<file path="src/common/gpx_defs.svh">
// offsets, reset values and field layout of the port c to f block
// How it works
// - direction bit 1 makes the pin an input, 0 drives it from the latch
// - reading a port returns pin levels, with analog port f pins read as zero; writing updates only the latch
// - in bus mode port d carries bus bits 15 to 8
// - microprocessor or extended modes give c, d to the bus; others keep gpio
// - port e has four bits; bits 7 to 4 have no storage
// - bus mode: e0 address latch, e1 output enable, e2 write strobe
// - output enable and write strobes are active low
// - bus mode takes only e2 to e0; e3 stays gpio or capture input
// - non-bus modes run e2 to e0 as ordinary gpio
// - all eight port f pins double as converter inputs
// - every reset makes port f analog until software reconfigures it
// - c, d, e direction registers reset to all ones on every reset
// - c, d, e latches undefined at power-on, kept across soft resets
// - unimplemented bits read as zero
// - c, d, e decode in bank 1, f in bank 5
// - in bus mode port c carries bus bits 7 to 0
`ifndef GPX_DEFS_SVH
`define GPX_DEFS_SVH

// -----------------------------------------------------------------
// banks and offsets
// -----------------------------------------------------------------
`define GPX_BANK_PORTS 4'h1
`define GPX_BANK_ANALOG 4'h5
`define GPX_BANK_CAPTURE 4'h7
`define GPX_OFF_C_DIR 8'h10
`define GPX_OFF_C_PINS 8'h11
`define GPX_OFF_D_DIR 8'h12
`define GPX_OFF_D_PINS 8'h13
`define GPX_OFF_E_DIR 8'h14
`define GPX_OFF_E_PINS 8'h15
`define GPX_OFF_F_DIR 8'h10
`define GPX_OFF_F_PINS 8'h11
`define GPX_OFF_CONV_CFG 8'h15
`define GPX_OFF_CAPTURE_INPUT_FOUR_LOW 8'h14
`define GPX_OFF_CAPTURE_INPUT_FOUR_HIGH 8'h15
`define GPX_OFF_CAP_CTRL 8'h16

// -----------------------------------------------------------------
// reset values and masks
// -----------------------------------------------------------------
`define GPX_DIR_RESET 8'hff
`define GPX_E_DIR_RESET 4'hf
`define GPX_LATCH_POR 8'h00
`define GPX_F_LATCH_RESET 8'h00
`define GPX_CONV_RESET 8'h00
`define GPX_CONV_MASK 8'hef
`define GPX_CONV_DIGITAL 4'he
`define GPX_CTRL_RESET 5'h00

`endif

</file>
<file path="src/common/gpx_pkg.sv">
// types shared by the port c to f block
package gpx_pkg;

    // processor mode from the configuration bits
    typedef enum logic [1:0] {
        GPX_MODE_MICROPROC = 2'h0,
        GPX_MODE_EXTENDED = 2'h1,
        GPX_MODE_MICROCTRL = 2'h2,
        GPX_MODE_PROTECTED = 2'h3
    } gpx_mode_t;

endpackage : gpx_pkg

</file>
<file path="src/core/gpx_sync.sv">
// two-flop synchroniser for pin inputs
`timescale 1ns/1ps

module gpx_sync #(
    parameter int WIDTH = 28
) (
    input wire logic mclk,
    input wire logic reset_n,
    input wire logic [WIDTH-1:0] async_in,
    output logic [WIDTH-1:0] sync_out
);

    logic [WIDTH-1:0] stage1;
    logic [WIDTH-1:0] next_stage1;
    logic [WIDTH-1:0] next_sync_out;

    always_comb
    begin
        next_stage1 = reset_n ? async_in : '0;
        next_sync_out = reset_n ? stage1 : '0;
    end

    always_ff @(posedge mclk)
    begin
        stage1 <= next_stage1;
        sync_out <= next_sync_out;
    end

endmodule : gpx_sync

</file>
<file path="src/core/gpx_ports.sv">
// general purpose ports c to f with system bus and converter sharing
`timescale 1ns/1ps
`include "gpx_defs.svh"

module gpx_ports (
    input wire logic mclk,
    input wire logic reset_n,
    input wire logic soft_reset_n,
    input wire gpx_pkg::gpx_mode_t proc_mode,
    input wire logic [3:0] bank_select,
    input wire logic [7:0] reg_addr,
    input wire logic reg_wr,
    input wire logic reg_rd,
    input wire logic [7:0] reg_wdata,
    output logic [7:0] reg_rdata,
    input wire logic [7:0] pad_c_in,
    output logic [7:0] pad_c_out,
    output logic [7:0] pad_c_oe,
    input wire logic [7:0] pad_d_in,
    output logic [7:0] pad_d_out,
    output logic [7:0] pad_d_oe,
    input wire logic [3:0] pad_e_in,
    output logic [3:0] pad_e_out,
    output logic [3:0] pad_e_oe,
    input wire logic [7:0] pad_f_in,
    output logic [7:0] pad_f_out,
    output logic [7:0] pad_f_oe,
    input wire logic [15:0] bus_out_word,
    input wire logic bus_drive,
    input wire logic bus_latch_strobe,
    input wire logic bus_read_strobe_n,
    input wire logic bus_write_strobe_n,
    output logic [15:0] bus_in_word,
    output logic system_bus_active,
    output logic capture_input_four,
    input wire logic [15:0] capture4_value,
    input wire logic [1:0] capture_overflow,
    output logic [4:0] capture_pwm3_control,
    output logic [7:0] converter_pin_config,
    output logic [7:0] port_f_analog
);

    // -----------------------------------------------------------------
    // state
    // -----------------------------------------------------------------
    logic [7:0] port_c_direction;
    logic [7:0] port_c_pins;
    logic [7:0] port_d_direction;
    logic [7:0] port_d_pins;
    logic [3:0] port_e_direction;
    logic [3:0] port_e_pins;
    logic [7:0] port_f_direction;
    logic [7:0] port_f_pins;
    logic [7:0] next_port_c_direction;
    logic [7:0] next_port_c_pins;
    logic [7:0] next_port_d_direction;
    logic [7:0] next_port_d_pins;
    logic [3:0] next_port_e_direction;
    logic [3:0] next_port_e_pins;
    logic [7:0] next_port_f_direction;
    logic [7:0] next_port_f_pins;
    logic [7:0] next_converter_pin_config;
    logic [4:0] next_capture_pwm3_control;
    logic [7:0] next_reg_rdata;
    logic [7:0] next_pad_c_out;
    logic [7:0] next_pad_c_oe;
    logic [7:0] next_pad_d_out;
    logic [7:0] next_pad_d_oe;
    logic [3:0] next_pad_e_out;
    logic [3:0] next_pad_e_oe;
    logic [7:0] next_pad_f_out;
    logic [7:0] next_pad_f_oe;
    logic [7:0] next_port_f_analog;
    logic [27:0] pins_sync;
    logic [7:0] c_sync;
    logic [7:0] d_sync;
    logic [3:0] e_sync;
    logic [7:0] f_sync;
    logic any_reset;
    logic bus_mode;

    function automatic logic reg_hit(input logic [3:0] bank, input logic [7:0] addr,
                                     input logic [3:0] want_bank, input logic [7:0] want_addr);
        reg_hit = (bank == want_bank) && (addr == want_addr);
    endfunction : reg_hit

    // -----------------------------------------------------------------
    // pin synchronisation
    // -----------------------------------------------------------------
    gpx_sync #(
        .WIDTH(28)
    ) gpx_sync_i (
        .mclk(mclk),
        .reset_n(reset_n),
        .async_in({pad_f_in, pad_e_in, pad_d_in, pad_c_in}),
        .sync_out(pins_sync)
    );

    assign c_sync = pins_sync[7:0];
    assign d_sync = pins_sync[15:8];
    assign e_sync = pins_sync[19:16];
    assign f_sync = pins_sync[27:20];
    assign bus_in_word = {d_sync, c_sync};
    assign capture_input_four = e_sync[3];
    assign any_reset = !reset_n || !soft_reset_n;

    // only two of the four modes hand ports c and d and pins e2 to e0 to the bus
    assign bus_mode = (proc_mode == gpx_pkg::GPX_MODE_MICROPROC)
                      || (proc_mode == gpx_pkg::GPX_MODE_EXTENDED);
    assign system_bus_active = bus_mode;

    // -----------------------------------------------------------------
    // register writes and resets
    // -----------------------------------------------------------------
    always_comb
    begin
        next_port_c_direction = port_c_direction;
        next_port_c_pins = port_c_pins;
        next_port_d_direction = port_d_direction;
        next_port_d_pins = port_d_pins;
        next_port_e_direction = port_e_direction;
        next_port_e_pins = port_e_pins;
        next_port_f_direction = port_f_direction;
        next_port_f_pins = port_f_pins;
        next_converter_pin_config = converter_pin_config;
        next_capture_pwm3_control = capture_pwm3_control;
        if (reg_wr)
        begin
            // latches take writes even while the bus owns the pins
            if (reg_hit(bank_select, reg_addr, `GPX_BANK_PORTS, `GPX_OFF_C_DIR))
                next_port_c_direction = reg_wdata;
            if (reg_hit(bank_select, reg_addr, `GPX_BANK_PORTS, `GPX_OFF_C_PINS))
                next_port_c_pins = reg_wdata;
            if (reg_hit(bank_select, reg_addr, `GPX_BANK_PORTS, `GPX_OFF_D_DIR))
                next_port_d_direction = reg_wdata;
            if (reg_hit(bank_select, reg_addr, `GPX_BANK_PORTS, `GPX_OFF_D_PINS))
                next_port_d_pins = reg_wdata;
            if (reg_hit(bank_select, reg_addr, `GPX_BANK_PORTS, `GPX_OFF_E_DIR))
                next_port_e_direction = reg_wdata[3:0];
            if (reg_hit(bank_select, reg_addr, `GPX_BANK_PORTS, `GPX_OFF_E_PINS))
                next_port_e_pins = reg_wdata[3:0];
            if (reg_hit(bank_select, reg_addr, `GPX_BANK_ANALOG, `GPX_OFF_F_DIR))
                next_port_f_direction = reg_wdata;
            if (reg_hit(bank_select, reg_addr, `GPX_BANK_ANALOG, `GPX_OFF_F_PINS))
                next_port_f_pins = reg_wdata;
            if (reg_hit(bank_select, reg_addr, `GPX_BANK_ANALOG, `GPX_OFF_CONV_CFG))
                next_converter_pin_config = reg_wdata & `GPX_CONV_MASK;
            if (reg_hit(bank_select, reg_addr, `GPX_BANK_CAPTURE, `GPX_OFF_CAP_CTRL))
                next_capture_pwm3_control = reg_wdata[4:0];
        end
        if (any_reset)
        begin
            next_port_c_direction = `GPX_DIR_RESET;
            next_port_d_direction = `GPX_DIR_RESET;
            next_port_e_direction = `GPX_E_DIR_RESET;
            next_port_f_direction = `GPX_DIR_RESET;
            next_port_f_pins = `GPX_F_LATCH_RESET;
            next_converter_pin_config = `GPX_CONV_RESET;
            next_capture_pwm3_control = `GPX_CTRL_RESET;
        end
        // power-on value is undefined; zero is one legal choice, soft reset keeps it
        if (!reset_n)
        begin
            next_port_c_pins = `GPX_LATCH_POR;
            next_port_d_pins = `GPX_LATCH_POR;
            next_port_e_pins = 4'(`GPX_LATCH_POR);
        end
    end

    always_ff @(posedge mclk)
    begin
        port_c_direction <= next_port_c_direction;
        port_c_pins <= next_port_c_pins;
        port_d_direction <= next_port_d_direction;
        port_d_pins <= next_port_d_pins;
        port_e_direction <= next_port_e_direction;
        port_e_pins <= next_port_e_pins;
        port_f_direction <= next_port_f_direction;
        port_f_pins <= next_port_f_pins;
        converter_pin_config <= next_converter_pin_config;
        capture_pwm3_control <= next_capture_pwm3_control;
    end

    // -----------------------------------------------------------------
    // read data
    // -----------------------------------------------------------------
    always_comb
    begin
        next_reg_rdata = reg_rdata;
        if (reg_rd)
        begin
            next_reg_rdata = 8'h00;
            if (reg_hit(bank_select, reg_addr, `GPX_BANK_PORTS, `GPX_OFF_C_DIR))
                next_reg_rdata = port_c_direction;
            if (reg_hit(bank_select, reg_addr, `GPX_BANK_PORTS, `GPX_OFF_C_PINS))
                next_reg_rdata = c_sync;
            if (reg_hit(bank_select, reg_addr, `GPX_BANK_PORTS, `GPX_OFF_D_DIR))
                next_reg_rdata = port_d_direction;
            if (reg_hit(bank_select, reg_addr, `GPX_BANK_PORTS, `GPX_OFF_D_PINS))
                next_reg_rdata = d_sync;
            if (reg_hit(bank_select, reg_addr, `GPX_BANK_PORTS, `GPX_OFF_E_DIR))
                next_reg_rdata = {4'h0, port_e_direction};
            if (reg_hit(bank_select, reg_addr, `GPX_BANK_PORTS, `GPX_OFF_E_PINS))
                next_reg_rdata = {4'h0, e_sync};
            if (reg_hit(bank_select, reg_addr, `GPX_BANK_ANALOG, `GPX_OFF_F_DIR))
                next_reg_rdata = port_f_direction;
            // analog pins have their digital buffer off and read low
            if (reg_hit(bank_select, reg_addr, `GPX_BANK_ANALOG, `GPX_OFF_F_PINS))
                next_reg_rdata = f_sync & ~port_f_analog;
            if (reg_hit(bank_select, reg_addr, `GPX_BANK_ANALOG, `GPX_OFF_CONV_CFG))
                next_reg_rdata = converter_pin_config;
            if (reg_hit(bank_select, reg_addr, `GPX_BANK_CAPTURE, `GPX_OFF_CAPTURE_INPUT_FOUR_LOW))
                next_reg_rdata = capture4_value[7:0];
            if (reg_hit(bank_select, reg_addr, `GPX_BANK_CAPTURE, `GPX_OFF_CAPTURE_INPUT_FOUR_HIGH))
                next_reg_rdata = capture4_value[15:8];
            if (reg_hit(bank_select, reg_addr, `GPX_BANK_CAPTURE, `GPX_OFF_CAP_CTRL))
                next_reg_rdata = {1'b0, capture_overflow, capture_pwm3_control};
        end
        if (any_reset)
            next_reg_rdata = 8'h00;
    end

    always_ff @(posedge mclk)
    begin
        reg_rdata <= next_reg_rdata;
    end

    // -----------------------------------------------------------------
    // pin drivers
    // -----------------------------------------------------------------
    always_comb
    begin
        next_pad_c_out = port_c_pins;
        next_pad_c_oe = ~port_c_direction;
        next_pad_d_out = port_d_pins;
        next_pad_d_oe = ~port_d_direction;
        next_pad_e_out = port_e_pins;
        next_pad_e_oe = ~port_e_direction;
        if (bus_mode)
        begin
            next_pad_c_out = bus_out_word[7:0];
            next_pad_c_oe = {8{bus_drive}};
            next_pad_d_out = bus_out_word[15:8];
            next_pad_d_oe = {8{bus_drive}};
            // read and write strobes arrive already active low, the latch strobe active high; e3 is left to its registers
            next_pad_e_out[2:0] = {bus_write_strobe_n, bus_read_strobe_n, bus_latch_strobe};
            next_pad_e_oe[2:0] = 3'h7;
        end
        next_port_f_analog = (converter_pin_config[3:0] == `GPX_CONV_DIGITAL) ? 8'h00 : 8'hff;
        next_pad_f_out = port_f_pins;
        next_pad_f_oe = ~port_f_direction & ~port_f_analog;
        if (any_reset)
        begin
            next_pad_c_out = 8'h00;
            next_pad_c_oe = 8'h00;
            next_pad_d_out = 8'h00;
            next_pad_d_oe = 8'h00;
            next_pad_e_out = 4'h0;
            next_pad_e_oe = 4'h0;
            next_pad_f_out = 8'h00;
            next_pad_f_oe = 8'h00;
            next_port_f_analog = 8'hff;
        end
    end

    always_ff @(posedge mclk)
    begin
        pad_c_out <= next_pad_c_out;
        pad_c_oe <= next_pad_c_oe;
        pad_d_out <= next_pad_d_out;
        pad_d_oe <= next_pad_d_oe;
        pad_e_out <= next_pad_e_out;
        pad_e_oe <= next_pad_e_oe;
        pad_f_out <= next_pad_f_out;
        pad_f_oe <= next_pad_f_oe;
        port_f_analog <= next_port_f_analog;
    end
endmodule : gpx_ports

</file>
<file path="config.mk">
export PLATFORM = sky130hd
export DESIGN_NAME = gpx_ports
export DESIGN_NICKNAME = d
export VERILOG_FILES = /design/src/common/gpx_pkg.sv /design/src/core/gpx_sync.sv /design/src/core/gpx_ports.sv
export VERILOG_INCLUDE_DIRS = /design/src /design/src/common
export SDC_FILE = /design/constraint.sdc
export NUM_CORES = 1
export LEC_CHECK = 0
export BUFFER_PORTS_ARGS = -buffer_cell sky130_fd_sc_hd__buf_2
export CAP_MARGIN = 0
export CORE_MARGIN = 2
export CORE_UTILIZATION = 52
export CTS_BUF_LIST = sky130_fd_sc_hd__clkbuf_8 sky130_fd_sc_hd__clkbuf_16
export DETAILED_ROUTE_END_ITERATION = 8
export GPL_ROUTABILITY_DRIVEN = 0
export PLACE_DENSITY_LB_ADDON = 0.2
export SLEW_MARGIN = 20
export SYNTH_ARGS = -nofsm -noshare
export SYNTH_HDL_FRONTEND = slang
export SYNTH_SLANG_ARGS = --single-unit
</file>
<file path="constraint.sdc">
create_clock -name mclk -period 1.8 [get_ports mclk]
set_input_delay 0.09 -clock mclk [delete_from_list [all_inputs] [get_ports mclk]]
set_output_delay 0.09 -clock mclk [all_outputs]
set_load 0.02 [all_outputs]
</file>
# ---- Yosys cells after proc, flatten, opt, wreduce, memory -nomap -nowiden
# Cells that the tools add are included.
dict set report totals {
  romBits 0
  ram_bits 0
  output_inout_bits 103
  input_bits 93
  ff_bits 196
  memories 0
  latch_bits 0
  elab_cells 87
}
dict set report op_classes {
  n_shift 0
  add_sub_neg 0
  eq_ne 12
  magnitude_cmp 0
  n_bitwise 7
  n_div 0
  reduce_logical 27
  mux 19
  n_mul 0
}
# op n
set ops {}
lappend ops {{8-bit two-way mux} 17}
lappend ops {{8-bit by 5-bit equality test with 1-bit output (second input constant)} 7}
lappend ops {{8-bit inverter} 4}
lappend ops {{2-bit AND reduction} 10}
lappend ops {{8-bit bitwise AND} 2}
lappend ops {{1-bit logical AND} 12}
lappend ops {{4-bit by 3-bit equality test with 1-bit output (second input constant)} 2}
lappend ops {{3-bit two-way mux} 2}
lappend ops {{4-bit by 1-bit equality test with 1-bit output (second input constant)} 1}
lappend ops {{4-bit equality test (second input constant)} 1}
lappend ops {{4-bit inverter} 1}
lappend ops {{2-bit by 1-bit equality test with 1-bit output (second input constant)} 1}
lappend ops {{1-bit zero test} 2}
lappend ops {{2-bit zero test} 1}
lappend ops {{1-bit logical OR} 2}

# ---- Longest topological paths before layout
# Gate-level depths: netlist of run 1.
dict set report logic_depth {
  depth_word 14
  ltp_mapped 9
  depth_no_buf 6
}

# ---- By module
# Synthesis of run 1 repeated with hierarchy kept, for this count alone.
dict set report hier_totals {
  cells_unflattened 748
  area_unflattened_um2 7277.0
}
# mod n_inst seq_area_each_um2 area_each_um2 cells_per_inst
set modules_own_cells {}
lappend modules_own_cells {gpx_ports 1 2662.6 5744.3 630}
lappend modules_own_cells {gpx_sync 1 1121.1 1532.7 118}

# ---- Least setup slack after synthesis of run 1
# OpenSTA, ideal clock, no wires.
dict set report synth_path {
  path_kind {input to register}
  startpoint {in reg_addr[5]}
  endpoint {reg port_f_pins[2]}
  arrival_ps 1510
  required_time_ps 1672
  path_slack_ps 163
  setup_ps 128
  stages 8
  n_path_buf 2
  cell_sequence {nand2b_1 or4_1 clkbuf_1 nor2_1 and3_1 buf_2 mux2i_1 nor2_1}
}
dict set report synth_between {
  elab_chain_len 3
}
# element line_no
set synth_rtl {}
lappend synth_rtl {{start: declaration} gpx_ports.sv:11} ;# input wire logic [7:0] reg_addr,
lappend synth_rtl {{8-bit by 5-bit equality test with 1-bit output} gpx_ports.sv:84} ;# reg_hit = (bank == want_bank) && (addr == want_addr);
lappend synth_rtl {{1-bit logical AND} gpx_ports.sv:84}
lappend synth_rtl {{2-bit AND reduction (no line)} n/a}
lappend synth_rtl {{end signal: assignment} gpx_ports.sv:179} ;# port_f_pins <= next_port_f_pins;
lappend synth_rtl {{end: declaration} gpx_ports.sv:53} ;# logic [7:0] port_f_pins;
# No other way between the ends.
# A chain may end at the register's enable or synchronous reset.

# ---- Worst setup path after layout of run 1
dict set report layout_path {
  startpoint {reg port_d_direction[6]}
  endpoint {reg reg_rdata[6]}
}
dict set report layout_between {
  elab_chain_len 10
}
# element line_no
set layout_rtl {}
lappend layout_rtl {{start: declaration} gpx_ports.sv:48} ;# logic [7:0] port_d_direction;
lappend layout_rtl {{start signal: assignment} gpx_ports.sv:174} ;# port_d_direction <= next_port_d_direction;
lappend layout_rtl {{8-bit two-way mux} gpx_ports.sv:197} ;# if (reg_hit(bank_select, reg_addr, `GPX_BANK_PORTS, `GPX_OFF_D_DIR))
lappend layout_rtl {{8-bit two-way mux} gpx_ports.sv:199} ;# if (reg_hit(bank_select, reg_addr, `GPX_BANK_PORTS, `GPX_OFF_D_PINS))
lappend layout_rtl {{8-bit two-way mux} gpx_ports.sv:201} ;# if (reg_hit(bank_select, reg_addr, `GPX_BANK_PORTS, `GPX_OFF_E_DIR))
lappend layout_rtl {{8-bit two-way mux} gpx_ports.sv:203} ;# if (reg_hit(bank_select, reg_addr, `GPX_BANK_PORTS, `GPX_OFF_E_PINS))
lappend layout_rtl {{8-bit two-way mux} gpx_ports.sv:205} ;# if (reg_hit(bank_select, reg_addr, `GPX_BANK_ANALOG, `GPX_OFF_F_DIR))
lappend layout_rtl {{8-bit two-way mux} gpx_ports.sv:208} ;# if (reg_hit(bank_select, reg_addr, `GPX_BANK_ANALOG, `GPX_OFF_F_PINS))
lappend layout_rtl {{8-bit two-way mux} gpx_ports.sv:210} ;# if (reg_hit(bank_select, reg_addr, `GPX_BANK_ANALOG, `GPX_OFF_CONV_CFG))
lappend layout_rtl {{8-bit two-way mux} gpx_ports.sv:212} ;# if (reg_hit(bank_select, reg_addr, `GPX_BANK_CAPTURE, `GPX_OFF_CAPTURE_INPUT_FOUR_LOW))
lappend layout_rtl {{8-bit two-way mux} gpx_ports.sv:214} ;# if (reg_hit(bank_select, reg_addr, `GPX_BANK_CAPTURE, `GPX_OFF_CAPTURE_INPUT_FOUR_HIGH))
lappend layout_rtl {{8-bit two-way mux} gpx_ports.sv:216} ;# if (reg_hit(bank_select, reg_addr, `GPX_BANK_CAPTURE, `GPX_OFF_CAP_CTRL))
lappend layout_rtl {{end signal: assignment} gpx_ports.sv:225} ;# reg_rdata <= next_reg_rdata;
lappend layout_rtl {{end: declaration} gpx_ports.sv:15} ;# output logic [7:0] reg_rdata,
# No other way between the ends.

==> summary.md, run 1 <==
| Metric | Value |
|---|---|
| CTS tree | `built` |
| DR iter-0 viols | `660` |
| Sw power | `2093 uW` |
| Grt total ovfl | `0` |
| Number of global-route vias before repair | `5804` |
| Share of power burned in registers | `0.475` |
| Core area | `0.01388 mm^2` |
| Crit path time final | `1.627 ns` |
| Setup crit end | `reg_rdata[6]` |
| Largest stage delay on the critical path | `0.48 ns` |
| Top area cells in the synthesized netlist | `dfxtp_1, mux2i_1, and2_1` |
| Clock share of power | `0.445` |
| CTS Sinks | `189` |
| Buf/Inv on CP | `0` |
| First-pass GRT wire length | `30820 um` |
| Final setup vio count | `0` |
| Synth area leader | `dfxtp_1` |
| Register area share after synthesis | `0.5125` |
| GRT Util Overall | `0.2706` |
| Total number of vias | `6401` |
| Vias/cell | `5.312` |
| Mean area per synthesized cell | `9.346 um^2` |
| Run status | `complete, no violations` |
| Hold Violations, Final | `0` |
| Clock Path Buffers | `2` |
| Data arrival, critical path | `1.93 ns` |
| Synthesized Nets | `883` |
| Commonest non-fill, non-tap cell in the layout | `buf_2` |
| Drt drc | `0` |
| Final Total Pwr | `9039 uW` |
| Tcrit/Tclk final | `0.9037` |
| Peak VDD IR | `659.8 uV` |
| Io pins | `196` |
| Fin. max-slew vios | `0` |
| Pin count of the biggest net entering global routing | `59` |
| Initial Utilization | `0.5319` |
| Worst setup startpoint | `port_d_direction[6]` |
| Total Routed Length | `20410 um` |
| Relative slew slack | `0.6504` |
| Htree depth | `4` |
| Nets | `1105` |
| Cell with the largest stage delay on the worst path | `mux4_2` |
| Worst R2R Start | `port_d_direction[6]` |
| Ys flop type | `dfxtp_1` |
| Switching fraction of total power | `0.2316` |
| Clk_skew | `0.007598 ns` |
| Initial antenna violation count | `0` |
| Yosys reg bits | `189` |
| Die X | `123.2 um` |
| Static leakage power | `0.004280 uW` |
| Number of synthesized flops with an enable pin | `0` |
| Antenna diode count | `0` |
| Cells along the critical path | `mux4_2 > a22oi_1 > nor2_1 > nor4_1 > nor3_1` |
| Clock buffer count from CTS | `17` |
| Layout cell share with drive strength beyond 1 | `0.2712` |
| Crit Path Max Fanout | `3` |
| FP Rows | `43` |
| Worst Path Required | `2.11 ns` |
| Clk pin slew, worst setup/hold paths | `0.07 ns` |
| Worst Reg-to-Reg Cells | `5` |
| Power share of the combinational group | `0.080` |
| DP Wirelength | `13940 um` |
| Min-Delay Path Class | `input port to register` |
| Worst path top cell family by delay | `multiplexers` |
| F_max | `614.8 MHz` |
| Post-Synthesis Cells | `790` |
| Internal power | `6945 uW` |
| CTS Root Cell | `clkbuf_16` |
| Most frequent cells in the layout | `buf_2, dfxtp_1, nor2_1` |
| Max Cap Violations | `0` |
| Syn Std Cell Area | `0.007383 mm^2` |
| RSZ-0062 raised after global routing | `no` |
| Stages on worst setup path | `5` |
| Tightest Pin Transition | `0.5245 ns` |
| Final ANT Viol Nets | `0` |
| Final core utilization | `0.6952` |
| Critical Path Sink Type | `register` |
| Power per standard cell area | `936.6 mW/mm^2` |
| Pre-antenna DRT Iters | `6` |
| Async set-reset flop share out of synthesis | `0` |
| Synth unique cells | `49` |
| CP startpoint kind | `register` |
| Clk_lat worst skew | `0.43 ns` |
| # port buffers | `193` |
| Reg2Reg Setup Slack | `0.17 ns` |
| Worst r2r dst | `reg_rdata[6]` |
| P&R area growth vs syn | `30.71%` |
| Area fraction of the dominant cell type after synthesis | `0.5125` |
| Die Area | `0.01517 mm^2` |
| Critical path type | `register to register` |
| Die Y | `123.2 um` |
| Avg WL per Cell | `16.94 um` |
| Synth Warn # | `0` |
per-stage QoR:
| step | TNS (ns) | instances | setup WS (ns) | instance area (um^2) | hold slack (ns) |
|---|---|---|---|---|---|
| detailed placement | -0.06967 | 1124 | -0.03859 | 8526 | 0.2985 |
| finish | 0 | 1205 | 0.1734 | 9651 | 0.03745 |
| global placement | -0.1731 | 1124 | -0.01451 | 8526 | 0.2963 |
| CTS | 0 | 1205 | 0.1857 | 9651 | 0.02098 |
| floorplan | 0 | 790 | 0.1625 | 7383 | 0.2140 |
| global route | 0 | 1205 | 0.1273 | 9651 | 0.03414 |
sequential cells by signal, indices dropped and copies added (netlist names), 5 cells and up:
register,flops
gpx_sync_i.stage1,28
gpx_sync_i.sync_out,28
pad_c_oe,8
pad_c_out,8
pad_d_oe,8
pad_d_out,8
pad_f_oe,8
pad_f_out,8
port_c_direction,8
port_c_pins,8
port_d_direction,8
port_d_pins,8
port_f_direction,8
port_f_pins,8
reg_rdata,8
converter_pin_config,7
capture_pwm3_control,5
what timing repair did:
item	CTS	global route
hold buffers	49	0
hold endpoints to repair	50	0
gates resized for setup	0	0
buffers inserted	0	0
final cells by class:
class / instances / area, um^2
fill: 1091 / 4230
tap: 180 / 225.2
sequential: 189 / 3784
clock buffer: 17 / 425.4
inverter: 6 / 22.52
multi-input combinational: 513 / 3156
timing repair buffer: 285 / 1829
clock inverter: 15 / 209.0
logic make-up after synthesis:
kind of cell | count (synthesis) | synth area share
buf+inv | 88 | 0.06050
flops | 189 | 0.5125
compound gates | 105 | 0.09270
other cells | 1 | 0.0005079
simple gates | 345 | 0.2413
mux | 62 | 0.09253
worst min-delay path by stage:
| stage | cells past startpoint | endpoint | start |
|---|---|---|---|
| 6_report | 3 | port_c_pins[6] | reg_wdata[6] |
| 3_3_place_gp | 2 | gpx_sync_i.stage1[19] | pad_e_in[3] |
| 3_5_place_dp | 2 | gpx_sync_i.stage1[14] | pad_d_in[6] |
| 5_1_grt | 3 | port_f_direction[5] | reg_wdata[5] |
| 4_1_cts | 3 | port_c_pins[6] | reg_wdata[6] |
| 2_1_floorplan | 2 | port_f_direction[4] | reg_wdata[4] |
Yosys cell counts (3+ instances only):
cell type	number
dfxtp_1	189
nand2_1	69
nor2_1	69
and2_1	57
mux2i_1	57
nand3_1	56
clkbuf_1	43
a21oi_1	34
buf_4	25
nor2b_1	25
nand2b_1	23
and3_1	15
o21ai_0	14
buf_2	12
nor3_1	10
o211ai_1	9
a21boi_0	8
o22ai_1	8
inv_1	6
a32oi_1	5
mux4_2	5
a221oi_1	4
a21o_1	3
a31oi_1	3
nor4_1	3
o21a_1	3
o32ai_1	3
layer usage:
metal,share of wire,wire length [um],vias to the layer above,global-route usage
met4,0.019,393,0,0.08878
met3,0.081,1663,35,0.04935
met1,0.43,8806,2952,0.3707
li1,-,-,3115,-
met5,0,0,-,0
met2,0.47,9545,299,0.4330
worst register-to-register path, stage by stage (launching register included):
cell and delay, ns:
dfxtp_1 0.36, mux4_2 0.48, a22oi_1 0.18, nor2_1 0.08, nor4_1 0.30, nor3_1 0.10
power groups by stage:
| stage | Clock (uW) | Combinational (uW) | Sequential (uW) |
|---|---|---|---|
| 3_5_place_dp | 0 | 625 | 4390 |
| 6_report | 4020 | 719 | 4290 |
| 3_3_place_gp | 0 | 621 | 4390 |
| 5_1_grt | 4250 | 773 | 4300 |
| 2_1_floorplan | 0 | 344 | 4410 |
| 4_1_cts | 4070 | 709 | 4290 |
No activity file was read; power rests on OpenSTA's default activity.
==> inputs of run 2 (changes only) <==
--- a/config.mk
+++ b/config.mk
@@ -8,7 +8,6 @@
 export LEC_CHECK = 0
 export BUFFER_PORTS_ARGS = -buffer_cell sky130_fd_sc_hd__buf_2
 export CAP_MARGIN = 0
-export CORE_MARGIN = 2
 export CORE_UTILIZATION = 52
 export CTS_BUF_LIST = sky130_fd_sc_hd__clkbuf_8 sky130_fd_sc_hd__clkbuf_16
 export DETAILED_ROUTE_END_ITERATION = 8
==> constraint.sdc (replaced) <==
create_clock -name mclk -period 1.8 [get_ports mclk]
set_input_delay 0.09 -clock mclk [delete_from_list [all_inputs] [get_ports mclk]]
set_output_delay 0.09 -clock mclk [all_outputs]
set_load 0.05 [all_outputs]
==> run 2 against run 1 <==
Die area is 3.2% lower. Cell area is 0.39% lower. Power is 2.7% lower. Global-route usage is 0.92 points higher. Fmax is 3.4% higher. Clock power is 8.5% lower. Critical endpoint unchanged. Largest cell class unchanged.
==> summary.md, run 2 (synthesized netlist as in run 1, its figures left out) <==
| Metric | Value |
|---|---|
| Sw power | `2206 uW (was 2093 uW)` |
| CTS Root Cell | `clkbuf_16 (unchanged)` |
| Crit Path Max Fanout | `11 (was 3)` |
| Vias/cell | `5.263 (was 5.312)` |
| Die Area | `0.01468 mm^2 (was 0.01517 mm^2)` |
| CTS Sinks | `189 (unchanged)` |
| Hold Violations, Final | `0 (unchanged)` |
| Initial antenna violation count | `1 (was 0)` |
| Relative slew slack | `0.5924 (was 0.6504)` |
| Clock share of power | `0.419 (was 0.445)` |
| Clock Path Buffers | `2 (unchanged)` |
| RSZ-0062 raised after global routing | `no (unchanged)` |
| CTS tree | `built (unchanged)` |
| Total number of vias | `6347 (was 6401)` |
| Data arrival, critical path | `1.89 ns (was 1.93 ns)` |
| Cells along the critical path | `nand3b_1 > o21ai_0 > a22oi_1 > nor2_1 > nor4_1 > nor3_1 (was mux4_2 > a22oi_1 > nor2_1 > nor4_1 > nor3_1)` |
| Run status | `complete, no violations (unchanged)` |
| Leading registers by flop count | `gpx_sync_i.stage1 x28, gpx_sync_i.sync_out x28 (unchanged)` |
| Antenna diode count | `0 (unchanged)` |
| Worst Path Required | `2.11 ns (about the same)` |
| Static leakage power | `0.004260 uW (was 0.004280 uW)` |
| Pin count of the biggest net entering global routing | `86 (was 59)` |
| Worst path top cell family by delay | `simple AND/OR/NAND/NOR gates (was multiplexers)` |
| Cell with the largest stage delay on the worst path | `dfxtp_1 (was mux4_2)` |
| Tightest Pin Transition | `0.6114 ns (was 0.5245 ns)` |
| Avg WL per Cell | `16.30 um (was 16.94 um)` |
| Core area | `0.01388 mm^2 (unchanged)` |
| Initial Utilization | `0.5319 (unchanged)` |
| Power share of the combinational group | `0.093 (was 0.080)` |
| Nets | `1106 (was 1105)` |
| Total Routed Length | `19650 um (was 20410 um)` |
| Tcrit/Tclk final | `0.8741 (was 0.9037)` |
| DR iter-0 viols | `689 (was 660)` |
| FF/Latch Area | `0.003784 mm^2 (unchanged)` |
| Max Cap Violations | `0 (unchanged)` |
| F_max | `635.6 MHz (was 614.8 MHz)` |
| Htree depth | `4 (unchanged)` |
| Share of power burned in registers | `0.488 (was 0.475)` |
| Area of the multi-input gates | `0.003156 mm^2 (unchanged)` |
| Grt total ovfl | `0 (unchanged)` |
| Commonest non-fill, non-tap cell in the layout | `buf_2 (unchanged)` |
| Clk_lat worst skew | `0.43 ns (about the same)` |
| Switching fraction of total power | `0.2510 (was 0.2316)` |
| P&R area growth vs syn | `30.20% (was 30.71%)` |
| # port buffers | `193 (unchanged)` |
| Io pins | `196 (unchanged)` |
| Fin. max-slew vios | `0 (unchanged)` |
| Pre-antenna DRT Iters | `5 (was 6)` |
| GRT Util Overall | `0.2799 (was 0.2706)` |
| Final core utilization | `0.6925 (was 0.6952)` |
| Die X | `121.2 um (was 123.2 um)` |
| Critical path type | `register to register (unchanged)` |
| Clock buffer count from CTS | `17 (unchanged)` |
| Critical Path Sink Type | `register (unchanged)` |
| Final setup vio count | `0 (unchanged)` |
| Fill count | `1122 (was 1091)` |
| First-pass GRT wire length | `30690 um (was 30820 um)` |
| Post-cts gate resize count | `0 (unchanged)` |
| DP Wirelength | `13760 um (was 13940 um)` |
| Clk_skew | `0.005612 ns (was 0.007598 ns)` |
| Buf/Inv on CP | `0 (unchanged)` |
| Worst hold margin | `0.01869 ns (was 0.03745 ns)` |
| Most frequent cells in the layout | `buf_2, dfxtp_1, nor2_1 (unchanged)` |
| Power per standard cell area | `914.6 mW/mm^2 (was 936.6 mW/mm^2)` |
| CP startpoint kind | `register (unchanged)` |
| Crit path time final | `1.573 ns (was 1.627 ns)` |
| Die Y | `121.2 um (was 123.2 um)` |
| Peak VDD IR | `692.0 uV (was 659.8 uV)` |
| Number of global-route vias before repair | `5714 (was 5804)` |
| Clk pin slew, worst setup/hold paths | `0.07 ns (about the same)` |
| Largest stage delay on the critical path | `0.52 ns (was 0.48 ns)` |
| Layout cell share with drive strength beyond 1 | `0.2719 (was 0.2712)` |
| Internal power | `6585 uW (was 6945 uW)` |
| FP Rows | `43 (unchanged)` |
| Drt drc | `0 (unchanged)` |
| Final ANT Viol Nets | `0 (unchanged)` |
| Min-Delay Path Class | `input port to register (unchanged)` |
-- run 2: changes by cell type in the layout (fill, tap and decap cells not counted), moves of 2 or more --
cell | before | now
clkinv_2 | 2 | 0
inv_6 | 6 | 2
clkinv_4 | 0 | 4
inv_8 | 1 | 4
bufinv_16 | 4 | 1
-- run 2: power by group through the flow --
| stage | registers, uW | clock network [uW] | logic [uW] |
|---|---|---|---|
| floorplan | 4470 | 0 | 382 |
| global placement | 4390 | 0 | 719 |
| detailed placement | 4390 | 0 | 723 |
| CTS | 4290 | 3730 | 807 |
| global route | 4300 | 3900 | 873 |
| finish | 4290 | 3680 | 816 |
-- run 2: final cells by class --
| class | instances | area share |
|---|---|---|
| repair buffers | 286 | 0.1911 |
| inverters | 6 | 0.002343 |
| clock inverters | 14 | 0.01562 |
| multi-input cells | 513 | 0.3283 |
| flip-flops and latches | 189 | 0.3936 |
| clock buffers | 18 | 0.04569 |
| well taps | 180 | 0.02343 |
-- run 2: worst register-to-register path, cell delays in order (launching register included) --
cell and delay, ns:
dfxtp_1 0.52, nand3b_1 0.19, o21ai_0 0.09, a22oi_1 0.19, nor2_1 0.08, nor4_1 0.28, nor3_1 0.10
-- run 2: routing by layer --
| layer | GRT usage | up-vias | share of wire |
|---|---|---|---|
| met1 | 0.3871 | 2918 | 0.45 |
| met5 | 0 | - | 0.00066 |
| met2 | 0.4336 | 272 | 0.46 |
| met3 | 0.06485 | 29 | 0.075 |
| li1 | - | 3126 | - |
| met4 | 0.08488 | 2 | 0.016 |
-- run 2: per-stage QoR --
stage / instances / setup slack [ns] / total power (uW) / setup TNS [ns] / area (um^2)
6_report: 1206 / 0.2267 / 8792 / 0 / 9613
3_5_place_dp: 1125 / -0.03641 / 5112 / -0.4204 / 8533
3_3_place_gp: 1125 / -0.01072 / 5108 / -0.05649 / 8533
5_1_grt: 1206 / 0.09578 / 9069 / 0 / 9613
4_1_cts: 1206 / 0.2319 / 8828 / 0 / 9613
2_1_floorplan: 790 / 0.1625 / 4857 / 0 / 7383
-- run 2: worst paths after layout --
path | slack, ns | endpoint | depth (start not counted) | start
max | 0.23 | reg_rdata[6] | 6 | port_f_analog[6]
min | 0.02 | port_c_direction[6] | 3 | reg_wdata[6]
max reg2reg | 0.23 | reg_rdata[6] | 6 | port_f_analog[6]
min reg2reg | 0.43 | port_f_analog[6] | 1 | converter_pin_config[2]
-- run 2: timing repair --
item	in CTS	in global routing
endpoints found under the setup margin	0	0
hold buffers	49	0
endpoints found under the hold margin	49	0
buffers inserted	0	0
